**config.mk**
```make
export PLATFORM = sky130hd
export DESIGN_NAME = irq_ctrl
export DESIGN_NICKNAME = d
export VERILOG_FILES = /design/src/verilog/irq_ctrl_pkg.sv /design/src/verilog/irq_select.sv /design/src/verilog/irq_ctrl.sv
export SDC_FILE = /design/constraint.sdc
export NUM_CORES = 1
export LEC_CHECK = 0
export CAP_MARGIN = 20
export CORE_UTILIZATION = 57
export DETAILED_ROUTE_END_ITERATION = 6
export DONT_BUFFER_PORTS = 1
export GPL_ROUTABILITY_DRIVEN = 0
export HOLD_SLACK_MARGIN = 0.08
export PLACE_DENSITY = 0.71
export SLEW_MARGIN = 20
export SYNTH_ARGS = -nofsm -noshare
export SYNTH_HDL_FRONTEND = slang
export SYNTH_SLANG_ARGS = --single-unit
```
**constraint.sdc**
```tcl
create_clock -name clk -period 7.35 [get_ports clk]
set_clock_uncertainty 0.2 [all_clocks]
set_input_delay 1.8375 -clock clk [delete_from_list [all_inputs] [get_ports clk]]
set_output_delay 1.8375 -clock clk [all_outputs]
set_load 0.02 [all_outputs]
```
**src/verilog/irq_ctrl_pkg.sv**
```systemverilog
// Package: register map, field positions and types for the six-source interrupt controller
package irq_ctrl_pkg;
   localparam int unsigned NUM_SRC    = 6;
   localparam int unsigned NUM_LEVELS = 4;
   localparam int unsigned ADDR_W     = 4;
   localparam int unsigned DATA_W     = 32;

   // Word-aligned byte addresses
   localparam logic [ADDR_W-1:0] ENABLE_ADDR   = 4'h0;
   localparam logic [ADDR_W-1:0] PRIO_LO_ADDR  = 4'h4;
   localparam logic [ADDR_W-1:0] PRIO_HI_ADDR  = 4'h8;
   localparam logic [ADDR_W-1:0] STATUS_ADDR   = 4'hC;

   localparam int unsigned GLOBAL_EN_BIT = 7;
   localparam int unsigned SRC_FIELD_W   = 6;

   // Source index equals bit position and polling rank
   localparam int unsigned SRC_EXT0   = 0;
   localparam int unsigned SRC_TIMER0 = 1;
   localparam int unsigned SRC_EXT1   = 2;
   localparam int unsigned SRC_TIMER1 = 3;
   localparam int unsigned SRC_SERIAL = 4;
   localparam int unsigned SRC_TIMER2 = 5;

   localparam logic [7:0] ENABLE_RESET  = 8'h00;
   localparam logic [7:0] PRIO_RESET    = 8'h00;
   localparam logic [DATA_W-1:0] UNMAPPED_READ = 32'h0000_0000;

   // Status word layout
   localparam int unsigned ST_PEND_LSB   = 0;
   localparam int unsigned ST_ACTIVE_LSB = 8;
   localparam int unsigned ST_REQ_BIT    = 16;
   localparam int unsigned ST_VEC_LSB    = 20;

   typedef logic [1:0] level_t;
   localparam level_t LEVEL_TOP = 2'h3;
endpackage

```
**src/verilog/irq_select.sv**
```systemverilog
// Level and polling-order arbiter across the six sources
`timescale 1ns/1ps
module irq_select #(
   parameter int unsigned N = 6
) (
   input  wire logic [N-1:0]   req,
   input  wire logic [N-1:0]   prio_lo,
   input  wire logic [N-1:0]   prio_hi,
   output logic                found,
   output logic [2:0]          winner,
   output logic [1:0]          win_level
);
   import irq_ctrl_pkg::*;

   // Checked while elaborating: the polling order and vector width fit six sources only
   if (N != NUM_SRC || N > 8) begin : g_bad_n
      $error("irq_select supports exactly six sources");
   end

   always_comb begin
      found     = 1'b0;
      winner    = 3'h0;
      win_level = 2'h0;
      // Scan low index first; a later source wins only with a strictly higher level
      for (int i = 0; i < N; i++) begin
         if (req[i] && (!found || {prio_hi[i], prio_lo[i]} > win_level)) begin
            found     = 1'b1;
            winner    = 3'(i);
            win_level = {prio_hi[i], prio_lo[i]};
         end
      end
   end
endmodule // irq_select

```
**src/verilog/irq_ctrl.sv**
```systemverilog
// Six-source, four-level interrupt controller with Avalon-MM register slave
//
// Our own choices: register access over Avalon-MM and the placing of the registers.
`timescale 1ns/1ps
module irq_ctrl (
   input  wire logic                              clk,
   input  wire logic                              rst_n,
   // Avalon-MM slave
   input  wire logic [irq_ctrl_pkg::ADDR_W-1:0]   avs_address,
   input  wire logic                              avs_read,
   input  wire logic                              avs_write,
   input  wire logic [irq_ctrl_pkg::DATA_W-1:0]   avs_writedata,
   input  wire logic [3:0]                        avs_byteenable,
   output logic      [irq_ctrl_pkg::DATA_W-1:0]   avs_readdata,
   output logic                                   avs_waitrequest,
   // Request sources
   input  wire logic                              ext_request_pin0,
   input  wire logic                              ext_request_pin1,
   input  wire logic                              timer0_ovf,
   input  wire logic                              timer1_ovf,
   input  wire logic                              timer2_ovf,
   input  wire logic                              serial_irq,
   // Core side
   output logic                                   irq_req,
   output logic      [2:0]                        irq_vector,
   input  wire logic                              irq_ack,
   input  wire logic                              irq_return
);
   import irq_ctrl_pkg::*;

   localparam int unsigned SYNC_N = 3;

   logic [7:0]        enable_mask;
   logic [7:0]        prio_lo_reg;
   logic [7:0]        prio_hi_reg;
   logic [NUM_SRC-1:0] raw_req;
   logic [NUM_SRC-1:0] src_req;
   logic [NUM_SRC-1:0] gated_req;
   logic [NUM_SRC-1:0] pin_raw;
   logic [SYNC_N-1:0] pin_sync [2];
   logic [1:0]        pin_level;
   logic [NUM_LEVELS-1:0] active;
   logic              found;
   logic [2:0]        winner;
   logic [1:0]        win_level;
   logic              next_irq_req;
   logic              access_done;
   logic              wr_en;
   logic              cur_any;
   logic [1:0]        cur_level;

   // Pins are active low and asynchronous; three-stage chain, change accepted on agreement
   assign pin_raw = {4'h0, ~ext_request_pin1, ~ext_request_pin0};

   genvar g;
   generate
      for (g = 0; g < 2; g++) begin : g_pin
         always_ff @(posedge clk) begin
            if (!rst_n) begin
               pin_sync[g]  <= '0;
               pin_level[g] <= 1'b0;
            end else begin
               pin_sync[g] <= {pin_sync[g][SYNC_N-2:0], pin_raw[g]};
               if (pin_sync[g][1] == pin_sync[g][2]) begin
                  pin_level[g] <= pin_sync[g][2];
               end
            end
         end
      end
   endgenerate

   // Six sources, index equals vector and polling rank
   assign raw_req = {timer2_ovf, serial_irq, timer1_ovf,
                     pin_level[1], timer0_ovf, pin_level[0]};
   assign src_req = raw_req;

   // Gating by the per-source and global enables
   assign gated_req = src_req & enable_mask[SRC_FIELD_W-1:0]
                      & {NUM_SRC{enable_mask[GLOBAL_EN_BIT]}};

   irq_select #(
      .N         (NUM_SRC)
   ) u_select (
      .req       (gated_req),
      .prio_lo   (prio_lo_reg[SRC_FIELD_W-1:0]),
      .prio_hi   (prio_hi_reg[SRC_FIELD_W-1:0]),
      .found     (found),
      .winner    (winner),
      .win_level (win_level)
   );

   // Highest level now in service
   always_comb begin
      cur_any   = 1'b0;
      cur_level = 2'h0;
      for (int l = 0; l < NUM_LEVELS; l++) begin
         if (active[l]) begin
            cur_any   = 1'b1;
            cur_level = 2'(l);
         end
      end
   end

   // Preempt only with a strictly higher level; level 3 in service blocks all
   always_comb begin
      next_irq_req = 1'b0;
      if (found && !(irq_req && irq_ack)) begin
         if (!cur_any) begin
            next_irq_req = 1'b1;
         end else if (cur_level != LEVEL_TOP && win_level > cur_level) begin
            next_irq_req = 1'b1;
         end
      end
   end

   always_ff @(posedge clk) begin
      if (!rst_n) begin
         irq_req    <= 1'b0;
         irq_vector <= 3'h0;
      end else begin
         irq_req <= next_irq_req;
         if (next_irq_req) begin
            irq_vector <= winner;
         end
      end
   end

   // In-service levels: set on acknowledge, highest cleared on return
   always_ff @(posedge clk) begin
      if (!rst_n) begin
         active <= '0;
      end else begin
         if (irq_return && cur_any) begin
            active[cur_level] <= 1'b0;
         end
         if (irq_req && irq_ack) begin
            active[{prio_hi_reg[irq_vector], prio_lo_reg[irq_vector]}] <= 1'b1;
         end
      end
   end

   // Avalon-MM: one wait cycle, then answer
   assign wr_en = avs_write && access_done && avs_byteenable[0];

   always_ff @(posedge clk) begin
      if (!rst_n) begin
         avs_waitrequest <= 1'b1;
         access_done     <= 1'b0;
      end else begin
         access_done     <= (avs_read || avs_write) && !access_done;
         avs_waitrequest <= !((avs_read || avs_write) && !access_done);
      end
   end

   // Reserved bits are not stored and read as zero
   always_ff @(posedge clk) begin
      if (!rst_n) begin
         enable_mask <= ENABLE_RESET;
         prio_lo_reg <= PRIO_RESET;
         prio_hi_reg <= PRIO_RESET;
      end else if (wr_en) begin
         case (avs_address)
            ENABLE_ADDR: begin
               enable_mask <= {avs_writedata[GLOBAL_EN_BIT], 1'b0,
                               avs_writedata[SRC_FIELD_W-1:0]};
            end
            PRIO_LO_ADDR: begin
               prio_lo_reg <= {2'h0, avs_writedata[SRC_FIELD_W-1:0]};
            end
            PRIO_HI_ADDR: begin
               prio_hi_reg <= {2'h0, avs_writedata[SRC_FIELD_W-1:0]};
            end
            default: begin
            end
         endcase
      end
   end

   always_ff @(posedge clk) begin
      if (!rst_n) begin
         avs_readdata <= UNMAPPED_READ;
      end else if (avs_read && !access_done) begin
         case (avs_address)
            ENABLE_ADDR:  avs_readdata <= {24'h00_0000, enable_mask};
            PRIO_LO_ADDR: avs_readdata <= {24'h00_0000, prio_lo_reg};
            PRIO_HI_ADDR: avs_readdata <= {24'h00_0000, prio_hi_reg};
            STATUS_ADDR: begin
               avs_readdata <= UNMAPPED_READ;
               avs_readdata[ST_PEND_LSB +: NUM_SRC]      <= src_req;
               avs_readdata[ST_ACTIVE_LSB +: NUM_LEVELS] <= active;
               avs_readdata[ST_REQ_BIT]                  <= irq_req;
               avs_readdata[ST_VEC_LSB +: 3]             <= irq_vector;
            end
            default:      avs_readdata <= UNMAPPED_READ;
         endcase
      end
   end
endmodule // irq_ctrl

```
# After elaboration in Yosys (flattened, before gate mapping)

Memory sizes are Yosys's and may differ from the RTL's.
Index checks and enable logic that the tools add are counted.

Register bits after elaboration: 63
Bits in latches: 0
Memory bits (writable): 6
Memory bits (read-only): 0
Input bits: 52
Memories: 1

Memories:

| name     | words | width | read ports | clocked after Yosys merged registers in | wr ports | RTL line       | text |
|---|---|---|---|---|---|---|---|
| pin_sync | 2     | 3     | 2          | 0                                       | 2        | irq_ctrl.sv:40 | `logic [SYNC_N-1:0] pin_sync [2];` |

Add/sub/neg operators: 0
Multiply operators: 0
Div/mod/pow operators: 0
Order comparisons: 11
Equal/unequal tests: 6
Shifts and indexed selects: 0
Mux-type cells: 43
Bitwise logic cells: 9
Reduce and logical (&&, ||, !) cells: 33

Operators with widths:

| operator           | count |
|---|---|
| $pmux 23 s4        | 1 |
| $mux 1             | 21 |
| $mux 2             | 10 |
| $logic_and 1x1->1  | 15 |
| $and 6x6->6        | 2 |
| $gt 2x2->1         | 6 |
| $mux 3             | 4 |
| $mux 4             | 3 |
| $eq 4x4->1 const B | 2 |
| $logic_not 1->1    | 8 |
| $bmux 1 s3         | 2 |
| $logic_or 1x1->1   | 6 |
| $lt 2x3->1 const B | 2 |
| $reduce_and 2->1   | 3 |
| $and 4x4->4        | 1 |
| $demux 1 s2        | 2 |
| $eq 4x3->1 const B | 1 |
| $ge 2x1->1 const B | 2 |
| $logic_not 4->1    | 1 |
| $lt 3x4->1 const B | 1 |
| $not 4->4          | 1 |
| $or 4x4->4         | 1 |
| $eq 1x1->1         | 2 |
| $ne 2x2->1 const B | 1 |
| 2 further kinds    | 4 |

# Logic depth before layout (Yosys ltp)

Word-level depth: 28
Gate-level depth with buffers: 40

# Modules after synthesis

A second synthesis with hierarchy kept.

Cells, all modules: 328
Area total of the unflattened synthesis: 2,979.1 µm²

Modules (own cells, without submodules):

| module     | instances | cells an instance | area each (µm²) | sequential area each (µm²) |
|---|---|---|---|---|
| irq_ctrl   | 1         | 255               | 2,462.4         | 1,041.0 |
| irq_select | 1         | 73                | 516.7           | 0.0 |

# Worst setup path before layout

OpenSTA, ideal clock, no wires.

Path type: in2reg
Start: in timer0_ovf
End: reg irq_vector[1]
Library setup time: 0.070 ns
Data arrival time: 7.693 ns
Required time: 7.080 ns
Setup slack: -0.613 ns
Cell stages on the path: 34
Buffers on the path: 0
Path through: nand3_1 a21oi_4 a22oi_1 ha_1 nor2b_1 a2bb2oi_1 o21a_1 a221oi_1 or2_2 ha_1 nor2b_1 o21ai_0 o21bai_2 o31ai_1 inv_1 ha_1 nor2b_1 o21ai_0 a21oi_4 mux2i_1 ha_1 nor2b_1 o211ai_1 o21a_4 nand2_1 o22a_1 o21a_1 ha_1 a21oi_1 o21ai_0 a21boi_0 o21ai_1 or3_1 a21boi_1

Longest elaborated chain between the ends: 25
Elaborated cells between the ends (all ways): 39

Ends and longest elaborated chain:

| what                                          | RTL line         | text |
|---|---|---|
| start: declaration                            | irq_ctrl.sv:19   | `input wire logic timer0_ovf,` |
| $and 6x6->6 (*)                               | irq_ctrl.sv:78   | `assign gated_req = src_req & enable_mask[SRC_FIELD_W-1:0]` |
| $and 6x6->6 (*)                               | irq_ctrl.sv:79   | `& {NUM_SRC{enable_mask[GLOBAL_EN_BIT]}};` |
| $logic_and 1x1->1 (*)                         | irq_select.sv:26 | `if (req[i] && (!found \|\| {prio_hi[i], prio_lo[i]} > win_level)) begin` |
| $mux 2 or $mux 1 (tied branches)              | irq_select.sv:26 |  |
| $gt 2x2->1 or $logic_not 1->1 (tied branches) | irq_select.sv:26 |  |
| $logic_or 1x1->1                              | irq_select.sv:26 |  |
| $logic_and 1x1->1                             | irq_select.sv:26 |  |
| $mux 2 or $mux 1 (tied branches)              | irq_select.sv:26 |  |
| [... 9 more ...]                              | -                |  |
| $logic_or 1x1->1                              | irq_select.sv:26 |  |
| $logic_and 1x1->1                             | irq_select.sv:26 |  |
| $mux 2                                        | irq_select.sv:26 |  |
| $gt 2x2->1                                    | irq_ctrl.sv:110  | `end else if (cur_level != LEVEL_TOP && win_level > cur_level) begin` |
| $logic_and 1x1->1                             | irq_ctrl.sv:110  |  |
| $mux 1                                        | irq_ctrl.sv:110  |  |
| $mux 1                                        | irq_ctrl.sv:108  | `if (!cur_any) begin` |
| $mux 1                                        | irq_ctrl.sv:107  | `if (found && !(irq_req && irq_ack)) begin` |
| end signal: assignment                        | irq_ctrl.sv:123  | `irq_vector <= winner;` |
| end: declaration                              | irq_ctrl.sv:25   | `output logic [2:0] irq_vector,` |

Mark *: on every way between the ends. The rest lies on a longest branch, timed or not.
A chain may end at the register's enable or synchronous reset.

# Final worst setup path

Same ends and word-level chain as after synthesis.

==> impl_metrics.csv <==
group,metric,value,unit
clocking,clk_path_buf_depth,2,
worst_setup_path,crit_type,"in -> reg",
route,vias_per_cell,5.61,
finish,fin_util,0.680,
clocking,root_buffer,"clkbuf_8",
floorplanning,coreArea,5070,um^2
worst_setup_path,worstPathRequired,7.40,ns
clocking,cts_tree,"yes",
outcome,status,"complete, but fails checks",
synth,syn_area,2990,um^2
synth,synth_top_cell_area_share,0.348,
worst_setup_path,cp_top_family,"compound AO/OA/AOI/OAI gates",
synth,syn-instance-count,328,
power_and_ir_drop,swShare,0.242,
sta,rsz0062_at_grt,"true",
route,vias,2385,
power_and_ir_drop,power_frac_seq,0.604,
finish,largest_register,"avs_readdata",
sta,layout_setup_ws,-0.133,ns
floorplanning,dieHeight,74.4,um
power_and_ir_drop,power,0.474,mW
place,io_buffers,0,
route,initialDrtViolationCount,195,
power_and_ir_drop,switchingPower,0.115,mW
power_and_ir_drop,vdd_ir_drop_max,104,uV
sta,fmax,134,MHz
finish,drive_gt1_frac,0.228,
power_and_ir_drop,power.density,137,nW/um^2
worst_setup_path,critPathBufInv,1,
route,wl_per_cell,16.3,um
finish,layout_commonest_cell,"dfxtp_1",
floorplanning,initial_utilization,0.589,
route,wl_met2,3260,um
worst_hold_path,min_to,"pin_sync[0][1]",
worst_hold_path,min_path_cells,1,
sta,post-route-min-period,7.48,ns
route,wl_met3,352,um
finish,final_area,3450,um^2
global_route,grt_max_degree,52,
synth,synthFlopType,"dfxtp_1",
synth,synth_area_leaders,"dfxtp_1 35%, mux2i_1 7.7%, nor2b_1 6.1%",
floorplanning,die_w,74.4,um
global_route,antenna_found_initial,0,
global_route,grt_usage,0.253,
worst_setup_path,reg2reg_depth,39,
worst_setup_path,start_kind,"input port",
synth,avgSynthCellArea,9.12,um^2
synth,yosysSeqAreaShare,0.348,
finish,finalNonFillerCells,425,
worst_setup_path,rrSetupSlack,0.10,ns
power_and_ir_drop,combinationalPowerShare,0.046,
worst_setup_path,timing.rr.end,"irq_vector[1]",
synth,ys_warn_count,0,
clocking,insertion_delay,0.31,ns
worst_hold_path,min_from,"pin_sync[0][0]",
finish,largest_reg_flops,15,
sta,max_slew_margin,0.505,
worst_setup_path,cpMostUsedCell,"nor2b_4",
synth,synth_edf_count,0,
route,first_pass_iters,4,
power_and_ir_drop,p_int,0.359,mW
clocking,cts.reportedPaths.clkPinSlew,0.10,ns
finish,fillerInstances,407,
global_route,overflow,0,
clocking,cts_buffers,5,
route,ant_nets,0,
global_route,grt_pass1_vias,2188,
route,drc,0,
place,dp.cells,403,
flow_run,maxCapViolations,0,
worst_setup_path,rr_startpoint,"enable_mask[0]",
finish,antenna_cells,0,
synth,ys_types,54,
power_and_ir_drop,p_clk_frac,0.350,
clocking,cts-htree-levels,2,
sta,max_slew.worst_pin.slew,0.739,ns
route,top_layer,"met4",
worst_setup_path,critPathCaptureType,"register",
synth,ys_seq_elements,52,
worst_setup_path,max_stage_delay,0.30,ns
worst_setup_path,crit_path_top_delay_cell,"ha_1",
synth,async_reset_ff_frac,0,
route,m1WireLength,3120,um
sta,slew_violations,0,
floorplanning,num_io_pins,89,
floorplanning,num_rows,26,
finish,nNetsFinal,418,
outcome,violations,"setup timing",
worst_hold_path,hp-class,"reg -> reg",
clocking,clkSinkCount,52,
floorplanning,dieArea,5540,um^2
sta,setup_viol,3,
sta,hold_viol,0,
finish,area_delta_synth_final,15.4,%
place,dp_hpwl,4720,um
global_route,grt_pass1_wl,10500,um
finish,final_cell_mix,"52 x dfxtp_1, 35 x nand2_1, 30 x buf_4",
route,wl,6910,um
sta,timing.final.crit_share,1.02,
worst_setup_path,path_max_fanout,4,
place,placed_area,3130,um^2
power_and_ir_drop,leakage,1.27,nW
finish,largestRegisters,"avs_readdata x15, enable_mask x7",
synth,synth_top_cell_by_area,"dfxtp_1",
worst_setup_path,crit_arrival,7.53,ns
[synth_stat cells, types with 3 or more instances]
| cell type | n |
|---|---|
| a21boi_0 | 18 |
| mux2i_1 | 23 |
| clkbuf_1 | 6 |
| and3_1 | 4 |
| o21a_1 | 4 |
| a21o_1 | 7 |
| o21ai_0 | 8 |
| a21oi_1 | 4 |
| nor2_1 | 13 |
| nor2b_1 | 29 |
| a21boi_1 | 3 |
| nand3_1 | 14 |
| ha_1 | 12 |
| and2_1 | 7 |
| buf_2 | 3 |
| dfxtp_1 | 52 |
| inv_1 | 10 |
| a22oi_1 | 13 |
| nand2_1 | 37 |
| buf_4 | 18 |
| o21ai_1 | 4 |
[per-layer routing]
layer | GRT usage | vias to the layer above
li1 | - | 1171
met1 | 0.345 | 1114
met2 | 0.385 | 81
met3 | 0.0623 | 19
met4 | 0.0985 | 0
met5 | 0 | -
[power groups by stage]
stage                     Sequential [mW]  Clock [mW]  Combinational [mW]
final                               0.286       0.166              0.0217
after global routing                0.287       0.179              0.0239
after CTS                           0.286       0.166              0.0214
after detailed placement            0.293           0              0.0213
after global placement              0.293           0              0.0211
after floorplan                     0.292           0              0.0287
[stage by stage]
step | setup slack (ns) | TNS (ns) | hold slack [ns]
2_1_floorplan | -0.283 | -0.603 | 0.212
3_3_place_gp | -0.457 | -1.44 | 0.220
3_5_place_dp | -0.604 | -2.00 | 0.223
4_1_cts | -0.0682 | -0.0682 | 0.246
5_1_grt | -0.435 | -1.35 | 0.277
6_report | -0.133 | -0.202 | 0.246
[logic make-up after synthesis]
group / count (synthesis) / share of synthesized area
AND/OR/NAND/NOR: 117 / 0.212
AO/OA/AOI/OAI: 80 / 0.213
flip-flops: 52 / 0.348
buffers and inverters: 39 / 0.0753
multiplexers: 27 / 0.0995
adder cells (fa/ha/maj): 12 / 0.0502
other: 1 / 0.00125
[what timing repair did]
item                                    CTS  global route
gates resized for setup                  13            12
cloned                                    0             0
setup buffers                             8             6
pin swaps                                14             8
endpoints found under the setup margin    4             4
hold buffers                              0             0
[layout make-up]
class                   count  area [um^2]  area share
repair buffers             32          248      0.0718
multi-input cells         253         1950       0.566
clock buffers               7         76.3      0.0221
clock inverters             1         8.76     0.00254
inverters                  10         37.5      0.0109
flip-flops and latches     52         1040       0.302
well taps                  70         87.6      0.0254
[how the worst max path moves through the flow]
| stage | from | to | slack, ns | cells after the start |
|---|---|---|---|---|
| floorplan | timer0_ovf | irq_vector[1] | -0.28 | 35 |
| CTS | timer0_ovf | irq_vector[1] | -0.07 | 34 |
| global placement | timer0_ovf | irq_vector[1] | -0.46 | 34 |
| finish | timer0_ovf | irq_vector[1] | -0.13 | 35 |
| detailed placement | timer0_ovf | irq_vector[1] | -0.60 | 34 |
| global route | timer0_ovf | irq_vector[1] | -0.44 | 36 |
[worst register-to-register path, delay by kind of cell (launching register included)]
kind                       cells  cell delay [ns]
AOI/OAI and AO/OA             18             2.65
DFF                            1             0.35
and+or+nand+nor               13             1.96
adders and majority gates      6             1.72
buffers and inverters          1             0.07
muxes                          1             0.22
Power figures use the tool's default switching activity.
